<file path="config.mk">
export PLATFORM = sky130hd
export DESIGN_NAME = rca_calendar
export DESIGN_NICKNAME = d
export VERILOG_FILES = /design/src/rca_pkg.sv /design/src/rca_calendar.sv
export SDC_FILE = /design/constraint.sdc
export NUM_CORES = 1
export LEC_CHECK = 0
export BUFFER_PORTS_ARGS = -buffer_cell sky130_fd_sc_hd__buf_4
export CAP_MARGIN = 20
export CORE_MARGIN = 3
export CORE_UTILIZATION = 24
export CTS_CLUSTER_SIZE = 28
export DETAILED_ROUTE_END_ITERATION = 10
export HOLD_SLACK_MARGIN = 0.03
export PLACE_DENSITY = 0.46
export SYNTH_ARGS = -nofsm -noshare
export SYNTH_HDL_FRONTEND = slang
export SYNTH_SLANG_ARGS = --single-unit
</file>
<file path="constraint.sdc">
create_clock -name clk -period 2.8 [get_ports clk]
set_input_delay 0.7 -clock clk [delete_from_list [all_inputs] [get_ports clk]]
set_output_delay 0.7 -clock clk [all_outputs]
set_load 0.05 [all_outputs]
</file>
<file path="src/rca_pkg.sv">
/*
 * Shared constants and types of the calendar, access-hold and seconds-match block.
 * Assumes an AXI4-Lite master with 32-bit data and a 1 Hz tick synchronous to clk.
 */
package rca_pkg;
   // ************************************************************
   // Register indices; the byte address is four times the index.
   // ************************************************************
   localparam logic [5:0] IDX_WEEKDAY = 6'h07; // Weekday counter.
   localparam logic [5:0] IDX_MONTH = 6'h08; // Month counter.
   localparam logic [5:0] IDX_YEAR = 6'h09; // Year counter.
   localparam logic [5:0] IDX_SECMATCH = 6'h0A; // Seconds match setting.
   localparam logic [5:0] IDX_HOLD = 6'h10; // Access hold control.
   localparam logic [5:0] IDX_IRQ_STAT = 6'h11; // Sticky event status.
   localparam logic [5:0] IDX_IRQ_EN = 6'h12; // Event enable.
   localparam logic [5:0] IDX_IRQ_CLR = 6'h13; // Write-one-to-clear.
   // ************************************************************
   // Field positions, reset values and codes.
   // ************************************************************
   localparam int SEC_DIS_BIT = 7; // Seconds match disable bit.
   localparam int ST_MATCH = 0; // Status bit: match flag.
   localparam int ST_LOST = 1; // Status bit: tick lost while held.
   localparam logic SEC_DIS_RST = 1'b1; // Disable bit after reset.
   localparam logic [2:0] WDAY_LAST = 3'h6; // Saturday code.
   localparam logic [4:0] MONTH_DEC = 5'h12; // December in BCD.
   localparam logic [4:0] MONTH_JAN = 5'h01; // January in BCD.
   localparam logic [1:0] RESP_OKAY = 2'h0; // AXI OKAY.
   localparam logic [1:0] RESP_SLVERR = 2'h2; // AXI SLVERR.

   // Calendar and match context supplied by the neighbouring counters.
   typedef struct packed {
      logic dayCarry; // Pulse: day counter rolled over.
      logic monthCarry; // Pulse: last day of month rolled over.
      logic [6:0] secondsNow; // Current seconds, BCD.
      logic otherMatch; // All other enabled fields match.
      logic otherAnyEnabled; // Any other field enabled.
   } rca_ctx_t;

   // Whole state of the block.
   typedef struct packed {
      logic [2:0] weekday;
      logic [4:0] month;
      logic [7:0] year;
      logic secDis;
      logic [6:0] secVal;
      logic hold;
      logic pending;
      logic evalDue;
      logic [1:0] stat;
      logic [1:0] irqEn;
      logic awSeen;
      logic [5:0] awIdx;
      logic wSeen;
      logic [7:0] wData;
      logic wLane;
      logic bValid;
      logic [1:0] bResp;
      logic rValid;
      logic [5:0] rIdx;
      logic [7:0] rData;
      logic [1:0] rResp;
   } rca_state_t;
endpackage : rca_pkg

</file>
<file path="src/rca_calendar.sv">
/*
 * Weekday, month and year counters, access hold of the time chain, one pending
 * tick, seconds match and the match flag, all behind an AXI4-Lite slave.
 * Assumes the seconds..days chain and other match fields sit outside and advance
 * on tickOut; inputs are synchronous to clk.
 */
`timescale 1ns/1ps
// Operation
// - Weekday in bits 2:0, upper bits zero
// - Code 000 is Sunday, 001 Monday
// - Month BCD 1..12, tens in bit 4
// - Unimplemented bits read as zero
// - Year BCD 0..99, tens bits 7:4
// - Calendar and match values survive reset
// - Counting advances on 1 Hz tick
// - Freeze time counting during host access
// - Release and serve pending tick after access
// - Only one pending tick is held
// - Compare enabled fields against current time
// - Seconds disable bit 7, resets to one
// - Seconds match value BCD 0..59
// - Flag sets on first match, sticky
// - Year divisible by four gives Feb 29
module rca_calendar
   import rca_pkg::*;
#(
   parameter int ADDR_W = 8 // AXI address width.
)
(
   input wire logic clk, // 125 MHz clock.
   input wire logic rst, // Synchronous reset, active high.
   input wire logic tick1Hz, // One-cycle 1 Hz tick.
   input wire rca_ctx_t ctx, // Context from neighbouring counters.
   output logic tickOut, // Serviced tick to the counter chain.
   output logic leapYear, // February has a 29th day.
   output logic [4:0] monthNow, // Current month, BCD.
   output logic matchFlag, // Sticky match flag.
   output logic irq, // Level interrupt.
   input wire logic [ADDR_W-1:0] s_axi_awaddr, // Write address.
   input wire logic s_axi_awvalid, // Write address valid.
   output logic s_axi_awready, // Write address ready.
   input wire logic [31:0] s_axi_wdata, // Write data.
   input wire logic [3:0] s_axi_wstrb, // Byte strobes.
   input wire logic s_axi_wvalid, // Write data valid.
   output logic s_axi_wready, // Write data ready.
   output logic [1:0] s_axi_bresp, // Write response.
   output logic s_axi_bvalid, // Write response valid.
   input wire logic s_axi_bready, // Write response ready.
   input wire logic [ADDR_W-1:0] s_axi_araddr, // Read address.
   input wire logic s_axi_arvalid, // Read address valid.
   output logic s_axi_arready, // Read address ready.
   output logic [31:0] s_axi_rdata, // Read data.
   output logic [1:0] s_axi_rresp, // Read response.
   output logic s_axi_rvalid, // Read data valid.
   input wire logic s_axi_rready // Read data ready.
);
   // ************************************************************
   // Elaboration check.
   // ************************************************************
   // The register index is taken from address bits 7:2, so eight address bits are needed.
   if (ADDR_W < 8 || ADDR_W > 32)
   begin : g_bad_addr
      $error("rca_calendar: ADDR_W must be 8 to 32.");
   end

   // ************************************************************
   // Functions.
   // ************************************************************
   // Advance a two-digit BCD value; the tens wrap is handled by the caller.
   function automatic logic [7:0] bcd_inc(input logic [7:0] v);
      logic [7:0] r;
      r = v;
      if (v[3:0] == 4'h9)
      begin
         r = {v[7:4] + 4'h1, 4'h0};
      end
      else
      begin
         r = {v[7:4], v[3:0] + 4'h1};
      end
      return r;
   endfunction : bcd_inc

   // Year divisible by four: even tens with units 0/4/8, odd tens with 2/6.
   function automatic logic leap_of(input logic [7:0] y);
      logic r;
      r = 1'b0;
      if (y[4] == 1'b0)
      begin
         r = (y[3:0] == 4'h0) || (y[3:0] == 4'h4) || (y[3:0] == 4'h8);
      end
      else
      begin
         r = (y[3:0] == 4'h2) || (y[3:0] == 4'h6);
      end
      return r;
   endfunction : leap_of

   // ************************************************************
   // State and combinational helpers.
   // ************************************************************
   rca_state_t s; // Registered state.
   rca_state_t next_s; // Next state.
   logic busy; // A host access is in progress.
   logic blocked; // Time chain frozen.
   logic wrDo; // Write performed this cycle.
   logic [5:0] wrIdx; // Index of that write.
   logic [5:0] arIdx; // Index of the incoming read.
   logic secMatch; // Seconds comparison result.
   logic alarmMatch; // All enabled comparisons match.
   logic [7:0] monthInc; // Month plus one in BCD, before the tens cut.

   // Bus access counts as an access, so a read of the calendar never sees a carry.
   assign busy = s.awSeen || s.wSeen || s.bValid || s.rValid || s_axi_arvalid;
   assign blocked = s.hold || busy;
   // A held tick and a fresh one merge into one serviced step.
   assign tickOut = !blocked && (tick1Hz || s.pending);
   assign leapYear = leap_of(s.year);
   assign monthNow = s.month;
   assign matchFlag = s.stat[ST_MATCH];
   assign irq = |(s.stat & s.irqEn);
   assign wrDo = s.awSeen && s.wSeen && !s.bValid;
   assign wrIdx = s.awIdx;
   assign arIdx = s_axi_araddr[7:2];
   // The month reuses the year incrementer; its tens digit fits in bit 4.
   assign monthInc = bcd_inc({3'h0, s.month});
   assign secMatch = s.secVal == ctx.secondsNow;
   // At least one field must be enabled; disabled ones are ignored.
   assign alarmMatch = (!s.secDis || ctx.otherAnyEnabled) && (s.secDis || secMatch) && ctx.otherMatch;

   assign s_axi_awready = !s.awSeen && !s.bValid;
   assign s_axi_wready = !s.wSeen && !s.bValid;
   assign s_axi_bvalid = s.bValid;
   assign s_axi_bresp = s.bResp;
   assign s_axi_arready = !s.rValid;
   assign s_axi_rvalid = s.rValid;
   assign s_axi_rresp = s.rResp;
   assign s_axi_rdata = {24'h000000, s.rData};

   // ************************************************************
   // Next-state logic.
   // ************************************************************
   // Order inside: counters, then host writes so that software wins over a step.
   always_comb
   begin
      next_s = s;
      // Hold one step while blocked; a second tick is lost and flagged.
      if (blocked && tick1Hz)
      begin
         next_s.pending = 1'b1;
         if (s.pending)
         begin
            next_s.stat[ST_LOST] = 1'b1;
         end
      end
      else if (!blocked)
      begin
         next_s.pending = 1'b0;
      end
      // The compare runs once the outside seconds have taken the step.
      next_s.evalDue = tickOut;
      // Calendar carries from the day counter; Sunday is code 0.
      if (ctx.dayCarry)
      begin
         next_s.weekday = (s.weekday == WDAY_LAST) ? 3'h0 : s.weekday + 3'h1;
      end
      if (ctx.monthCarry)
      begin
         if (s.month == MONTH_DEC)
         begin
            next_s.month = MONTH_JAN;
            next_s.year = (s.year == 8'h99) ? 8'h00 : bcd_inc(s.year);
         end
         else
         begin
            next_s.month = monthInc[4:0];
         end
      end
      // Write channel: address and data taken in either order.
      if (s_axi_awvalid && s_axi_awready)
      begin
         next_s.awSeen = 1'b1;
         next_s.awIdx = s_axi_awaddr[7:2];
      end
      if (s_axi_wvalid && s_axi_wready)
      begin
         next_s.wSeen = 1'b1;
         next_s.wData = s_axi_wdata[7:0];
         next_s.wLane = s_axi_wstrb[0];
      end
      if (wrDo)
      begin
         next_s.awSeen = 1'b0;
         next_s.wSeen = 1'b0;
         next_s.bValid = 1'b1;
         next_s.bResp = RESP_OKAY;
         unique case (wrIdx)
            IDX_WEEKDAY: if (s.wLane) next_s.weekday = s.wData[2:0];
            IDX_MONTH: if (s.wLane) next_s.month = s.wData[4:0];
            IDX_YEAR: if (s.wLane) next_s.year = s.wData;
            IDX_SECMATCH:
            begin
               if (s.wLane)
               begin
                  next_s.secDis = s.wData[SEC_DIS_BIT];
                  next_s.secVal = s.wData[6:0];
               end
            end
            IDX_HOLD: if (s.wLane) next_s.hold = s.wData[0];
            IDX_IRQ_STAT: next_s.bResp = RESP_OKAY;
            IDX_IRQ_EN: if (s.wLane) next_s.irqEn = s.wData[1:0];
            IDX_IRQ_CLR: if (s.wLane) next_s.stat = next_s.stat & ~s.wData[1:0];
            default: next_s.bResp = RESP_SLVERR;
         endcase
      end
      if (s.bValid && s_axi_bready)
      begin
         next_s.bValid = 1'b0;
      end
      // Set after clear so an event in the clearing cycle is kept.
      if (s.evalDue && alarmMatch)
      begin
         next_s.stat[ST_MATCH] = 1'b1;
      end
      if (blocked && tick1Hz && s.pending)
      begin
         next_s.stat[ST_LOST] = 1'b1;
      end
      // Read channel; unimplemented bits return zero.
      if (s.rValid && s_axi_rready)
      begin
         next_s.rValid = 1'b0;
      end
      if (s_axi_arvalid && s_axi_arready)
      begin
         next_s.rValid = 1'b1;
         next_s.rIdx = arIdx;
         next_s.rResp = RESP_OKAY;
         next_s.rData = 8'h00;
         unique case (arIdx)
            IDX_WEEKDAY: next_s.rData = {5'h00, s.weekday};
            IDX_MONTH: next_s.rData = {3'h0, s.month};
            IDX_YEAR: next_s.rData = s.year;
            IDX_SECMATCH: next_s.rData = {s.secDis, s.secVal};
            IDX_HOLD: next_s.rData = {7'h00, s.hold};
            IDX_IRQ_STAT: next_s.rData = {6'h00, s.stat};
            IDX_IRQ_EN: next_s.rData = {6'h00, s.irqEn};
            IDX_IRQ_CLR: next_s.rData = 8'h00;
            default: next_s.rResp = RESP_SLVERR;
         endcase
      end
      // Reset touches control only; calendar and match values are kept.
      if (rst)
      begin
         next_s.secDis = SEC_DIS_RST;
         next_s.hold = 1'b0;
         next_s.pending = 1'b0;
         next_s.evalDue = 1'b0;
         next_s.stat = 2'h0;
         next_s.irqEn = 2'h0;
         next_s.awSeen = 1'b0;
         next_s.awIdx = 6'h00;
         next_s.wSeen = 1'b0;
         next_s.wData = 8'h00;
         next_s.wLane = 1'b0;
         next_s.bValid = 1'b0;
         next_s.bResp = RESP_OKAY;
         next_s.rValid = 1'b0;
         next_s.rIdx = 6'h00;
         next_s.rData = 8'h00;
         next_s.rResp = RESP_OKAY;
      end
   end

   // Single state register.
   always_ff @(posedge clk)
   begin
      s <= next_s;
   end

   // ************************************************************
   // Assertions.
   // ************************************************************
   property p_freeze;
      @(posedge clk) disable iff (rst) blocked |-> !tickOut;
   endproperty
   a_freeze: assert property (p_freeze) else $error("Tick passed while blocked.");

   property p_serve;
      @(posedge clk) disable iff (rst) (s.pending && !blocked) |-> tickOut ##1 !s.pending;
   endproperty
   a_serve: assert property (p_serve) else $error("Pending tick not served.");

   property p_one_pending;
      @(posedge clk) disable iff (rst) (blocked && tick1Hz) |=> s.pending;
   endproperty
   a_one_pending: assert property (p_one_pending) else $error("Held tick not stored.");

   property p_flag;
      @(posedge clk) disable iff (rst) (tickOut ##1 alarmMatch) |=> matchFlag;
   endproperty
   a_flag: assert property (p_flag) else $error("Match flag not set.");

   property p_disable_rst;
      @(posedge clk) disable iff (rst) $past(rst) |-> s.secDis && !matchFlag;
   endproperty
   a_disable_rst: assert property (p_disable_rst) else $error("Disable bit not one after reset.");

   property p_wday_read;
      @(posedge clk) disable iff (rst) (s.rValid && s.rIdx == IDX_WEEKDAY) |-> s_axi_rdata[7:3] == 5'h00;
   endproperty
   a_wday_read: assert property (p_wday_read) else $error("Weekday upper bits not zero.");

   property p_leap;
      @(posedge clk) disable iff (rst) (s.year == 8'h00 || s.year == 8'h24) |-> leapYear;
   endproperty
   a_leap: assert property (p_leap) else $error("Leap year missed.");

   property p_wday_wrap;
      @(posedge clk) disable iff (rst)
         (ctx.dayCarry && s.weekday == WDAY_LAST && !(wrDo && wrIdx == IDX_WEEKDAY)) |=> s.weekday == 3'h0;
   endproperty
   a_wday_wrap: assert property (p_wday_wrap) else $error("Weekday did not wrap.");

   property p_year_wrap;
      @(posedge clk) disable iff (rst)
         (ctx.monthCarry && s.month == MONTH_DEC && s.year == 8'h99 && !wrDo)
         |=> s.month == MONTH_JAN && s.year == 8'h00;
   endproperty
   a_year_wrap: assert property (p_year_wrap) else $error("Year did not wrap.");

   property p_pass;
      @(posedge clk) disable iff (rst) (!blocked && tick1Hz) |-> tickOut;
   endproperty
   a_pass: assert property (p_pass) else $error("Unblocked tick not passed on.");

   property p_lost;
      @(posedge clk) disable iff (rst) (blocked && tick1Hz && s.pending) |=> s.stat[ST_LOST];
   endproperty
   a_lost: assert property (p_lost) else $error("Lost tick not flagged.");

   property p_all_off;
      @(posedge clk) disable iff (rst) (s.secDis && !ctx.otherAnyEnabled) |=> !$rose(matchFlag);
   endproperty
   a_all_off: assert property (p_all_off) else $error("Flag set with every field disabled.");

   property p_month_read;
      @(posedge clk) disable iff (rst) (s.rValid && s.rIdx == IDX_MONTH) |-> s_axi_rdata[7:5] == 3'h0;
   endproperty
   a_month_read: assert property (p_month_read) else $error("Month upper bits not zero.");

   // Carry steps that the random calendar stimulus reaches now and then.
   property p_month_tens;
      @(posedge clk) disable iff (rst)
         (ctx.monthCarry && s.month == 5'h09 && !wrDo) |=> s.month == 5'h10;
   endproperty
   a_month_tens: assert property (p_month_tens) else $error("September did not step to October.");

   property p_sunday;
      @(posedge clk) disable iff (rst)
         (ctx.dayCarry && s.weekday == 3'h0 && !(wrDo && wrIdx == IDX_WEEKDAY)) |=> s.weekday == 3'h1;
   endproperty
   a_sunday: assert property (p_sunday) else $error("Sunday did not step to Monday.");

   property p_year_tens;
      @(posedge clk) disable iff (rst)
         (ctx.monthCarry && s.month == MONTH_DEC && s.year == 8'h09 && !wrDo) |=> s.year == 8'h10;
   endproperty
   a_year_tens: assert property (p_year_tens) else $error("Year units did not carry into tens.");
endmodule : rca_calendar

</file>
==> flow_summary.json <==
{
  "worstHoldPathCells": 2,
  "synth_seq_area_share_pct": 38.1,
  "start_util_pct": 24.9,
  "finalHoldWorstSlack_ps": 459,
  "final_cycle_utilization_of_the_critical_path_pct": 81.8,
  "ioPinCount": 121,
  "layout.cells.most_common": "sky130_fd_sc_hd__buf_4",
  "cts_resized": 0,
  "worstPathMaxFanout": 6,
  "area_growth_syn_to_layout_pct": 23.4,
  "cts_buffer_depth": 2,
  "setup_viol_count_final": 0,
  "timing.slew.headroom_pct": 44.3,
  "final_period_minus_worst_setup_slack_ps": 2290,
  "asyncSetResetFlopFracSynth_pct": 0,
  "hold_buffers": 0,
  "die_area_um2": 15400,
  "drtIter0Drc": 114,
  "antenna_violations_before_repair": 0,
  "rsz_0062_raised_after_global_routing": "no",
  "grt_util_overall_pct": 11.7,
  "worst_pin_slew_ps": 824,
  "hp-start": "s_axi_rdata[0]",
  "synth_area_per_cell_um2": 8.52,
  "io_buffer_count": 63,
  "synthDistinctLibCells": 59,
  "dp_hpwl_mm": 6.68,
  "clock.fmax_mhz": 437,
  "post_cts_buffers": 0,
  "peakVddDrop_v": 0.000279,
  "clk_latency_ps": 330,
  "dieWidth_um": 124,
  "overflow": 0,
  "finalSetupTns_ps": 0,
  "timing.rr.end": "s[49]",
  "diodes": 0,
  "number_of_synthesized_register_bits": 60,
  "min_to": "s_axi_rdata[0]",
  "syn_inst": 392,
  "cp_cell_sequence": "nor4_1 -> nand2_1 -> nor2_1 -> buf_4",
  "hold_viol_final": 0,
  "worst_r2r_path_depth": 3,
  "most_frequent_cells_in_the_layout": "sky130_fd_sc_hd__buf_4, sky130_fd_sc_hd__nand2_1, sky130_fd_sc_hd__dfxtp_1",
  "design.core.area_um2": 13400,
  "cts_buffers": 9,
  "synthDominantAreaCellType": "sky130_fd_sc_hd__dfxtp_1",
  "run_status": "finished, final reports clean",
  "path_class": "flop to primary output",
  "top_cells_by_area_in_the_synthesized_netlist": "sky130_fd_sc_hd__dfxtp_1, sky130_fd_sc_hd__buf_4, sky130_fd_sc_hd__nand2_1",
  "critPathLaunchType": "flop",
  "root_buffer": "sky130_fd_sc_hd__clkbuf_16",
  "final_net_count": 509,
  "wl_per_cell_um": 14.2,
  "wire_length_of_the_first_global_routing_pass_mm": 13.6,
  "p_leak_nw": 1.71,
  "synth.cell_area_um2": 3340,
  "routed_wirelength_mm": 8.78,
  "detail_route.vias_per_cell": 4.53,
  "drive_gt1_share_pct": 20.2,
  "cts.htree.levels": 3,
  "dieHeight_um": 124,
  "globalplace.congestion": 0.799,
  "drt-pass1-iter-count": 4,
  "critPathBufInv": 1,
  "numClockSinks": 60,
  "cts_tree": "built",
  "finClkSkew_ps": 3.68,
  "drtAntennaViolNets": 0,
  "critical_path_required_ps": 2100,
  "cp.arrival_ps": 1590,
  "core.rowCount": 42,
  "timing.hold.worst.class": "flop to flop",
  "grt_pass1_vias": 2573,
  "rrSetupSlack_ps": 870,
  "synthesis.yosys.warnings": 0,
  "largest_net_degree_at_the_start_of_global_routing": 32,
  "cp-end-kind": "primary output",
  "max_cap_violations": 0,
  "crit_path_max_incr_delay_ps": 390,
  "cp_slowest_cell": "sky130_fd_sc_hd__nor4_1",
  "clk_pin_slew_ps": 50,
  "synth_edf_count": 7,
  "critPathTopFamily": "simple AND/OR/NAND/NOR gates",
  "cellPowerDensity_nw_per_um2": 777,
  "routed-via-count": 2792,
  "final_max_slew_viol_count": 0,
  "share_of_the_synthesized_area_in_the_top_cell_type_pct": 31.8,
  "synth-main-ff-cell": "sky130_fd_sc_hd__dfxtp_1",
  "route.detailed.drc": 0,
  "reg_to_reg_start": "s[29]",
  "fill_cells": 1427
}
report_power, final:
part           internal, mW  switching, mW  total [mW]
registers             0.980          0.203        1.18
clock network         0.894          0.391        1.29
logic                 0.277          0.455       0.732
total                  2.15           1.05        3.20
worst register-to-register path: stages (launching register included):
cell	delay, ps
sky130_fd_sc_hd__dfxtp_1	460
sky130_fd_sc_hd__and3b_1	340
sky130_fd_sc_hd__nand3_1	200
sky130_fd_sc_hd__nor2_1	550
registers in the layout, indices dropped and copies added (netlist names):
register / cells
monthNow: 5
s_axi_bresp: 1
matchFlag: 1
s_axi_rvalid: 1
wrIdx: 6
s_axi_rdata: 8
s: 36
s_axi_rresp: 1
s_axi_bvalid: 1
kinds of logic after synthesis:
| group | share of synthesized area (%) |
|---|---|
| AND/OR/NAND/NOR | 25.4 |
| AO/OA/AOI/OAI | 17.2 |
| buffers and inverters | 12.6 |
| flip-flops | 38.1 |
| XOR/XNOR | 3.15 |
| multiplexers | 2.70 |
| adder cells (fa/ha/maj) | 0.750 |
| other | 0.112 |
cell usage after synthesis, types with 8 or more instances:
cell type	n
sky130_fd_sc_hd__a21oi_1	30
sky130_fd_sc_hd__buf_4	41
sky130_fd_sc_hd__inv_1	10
sky130_fd_sc_hd__a22o_1	9
sky130_fd_sc_hd__nor2b_1	8
sky130_fd_sc_hd__dfxtp_1	53
sky130_fd_sc_hd__nor2_1	24
sky130_fd_sc_hd__mux2i_1	9
sky130_fd_sc_hd__o21ai_0	19
sky130_fd_sc_hd__nand2_1	58
sky130_fd_sc_hd__xnor2_1	9
stage by stage:
step                      instances  total power [mW]  setup WS (ps)  area [um^2]  util (%)
final                           617              3.20            510         4120      30.7
after global routing            617              3.36            396         4120      30.7
after CTS                       617              3.23            474         4120      30.7
after detailed placement        601              1.94            506         3760      28.1
after global placement          601              1.92            532         3760      28.1
after floorplan                 417              1.78            131         3430         -
layout make-up:
cell class / instances / area [um^2] / share of cell area [%]
inverter: 10 / 37.5 / 0.911
clock inverter: 1 / 30.0 / 0.729
multi-input combinational: 290 / 1740 / 42.3
clock buffer: 15 / 330 / 8.02
timing repair buffer: 65 / 488 / 11.8
tap: 176 / 220 / 5.34
sequential: 60 / 1270 / 30.9
routing by layer:
metal / wire length, um / GRT usage, % / vias to the layer above
li1: - / - / 1426
met1: 4220 / 15.4 / 1299
met2: 3990 / 18.3 / 62
met3: 502 / 4.41 / 5
met4: 57 / 2.46 / 0
met5: 0 / 0 / -
worst max-delay path by stage:
stage,from,to,slack (ps),depth (start not counted)
final,s[29],tickOut,510,4
after detailed placement,s_axi_arvalid,tickOut,510,5
after CTS,s[29],tickOut,470,4
after floorplan,s_axi_bvalid,tickOut,130,3
after global routing,s[29],tickOut,400,4
after global placement,s_axi_arvalid,tickOut,530,5
Power figures use the tool's default switching activity.
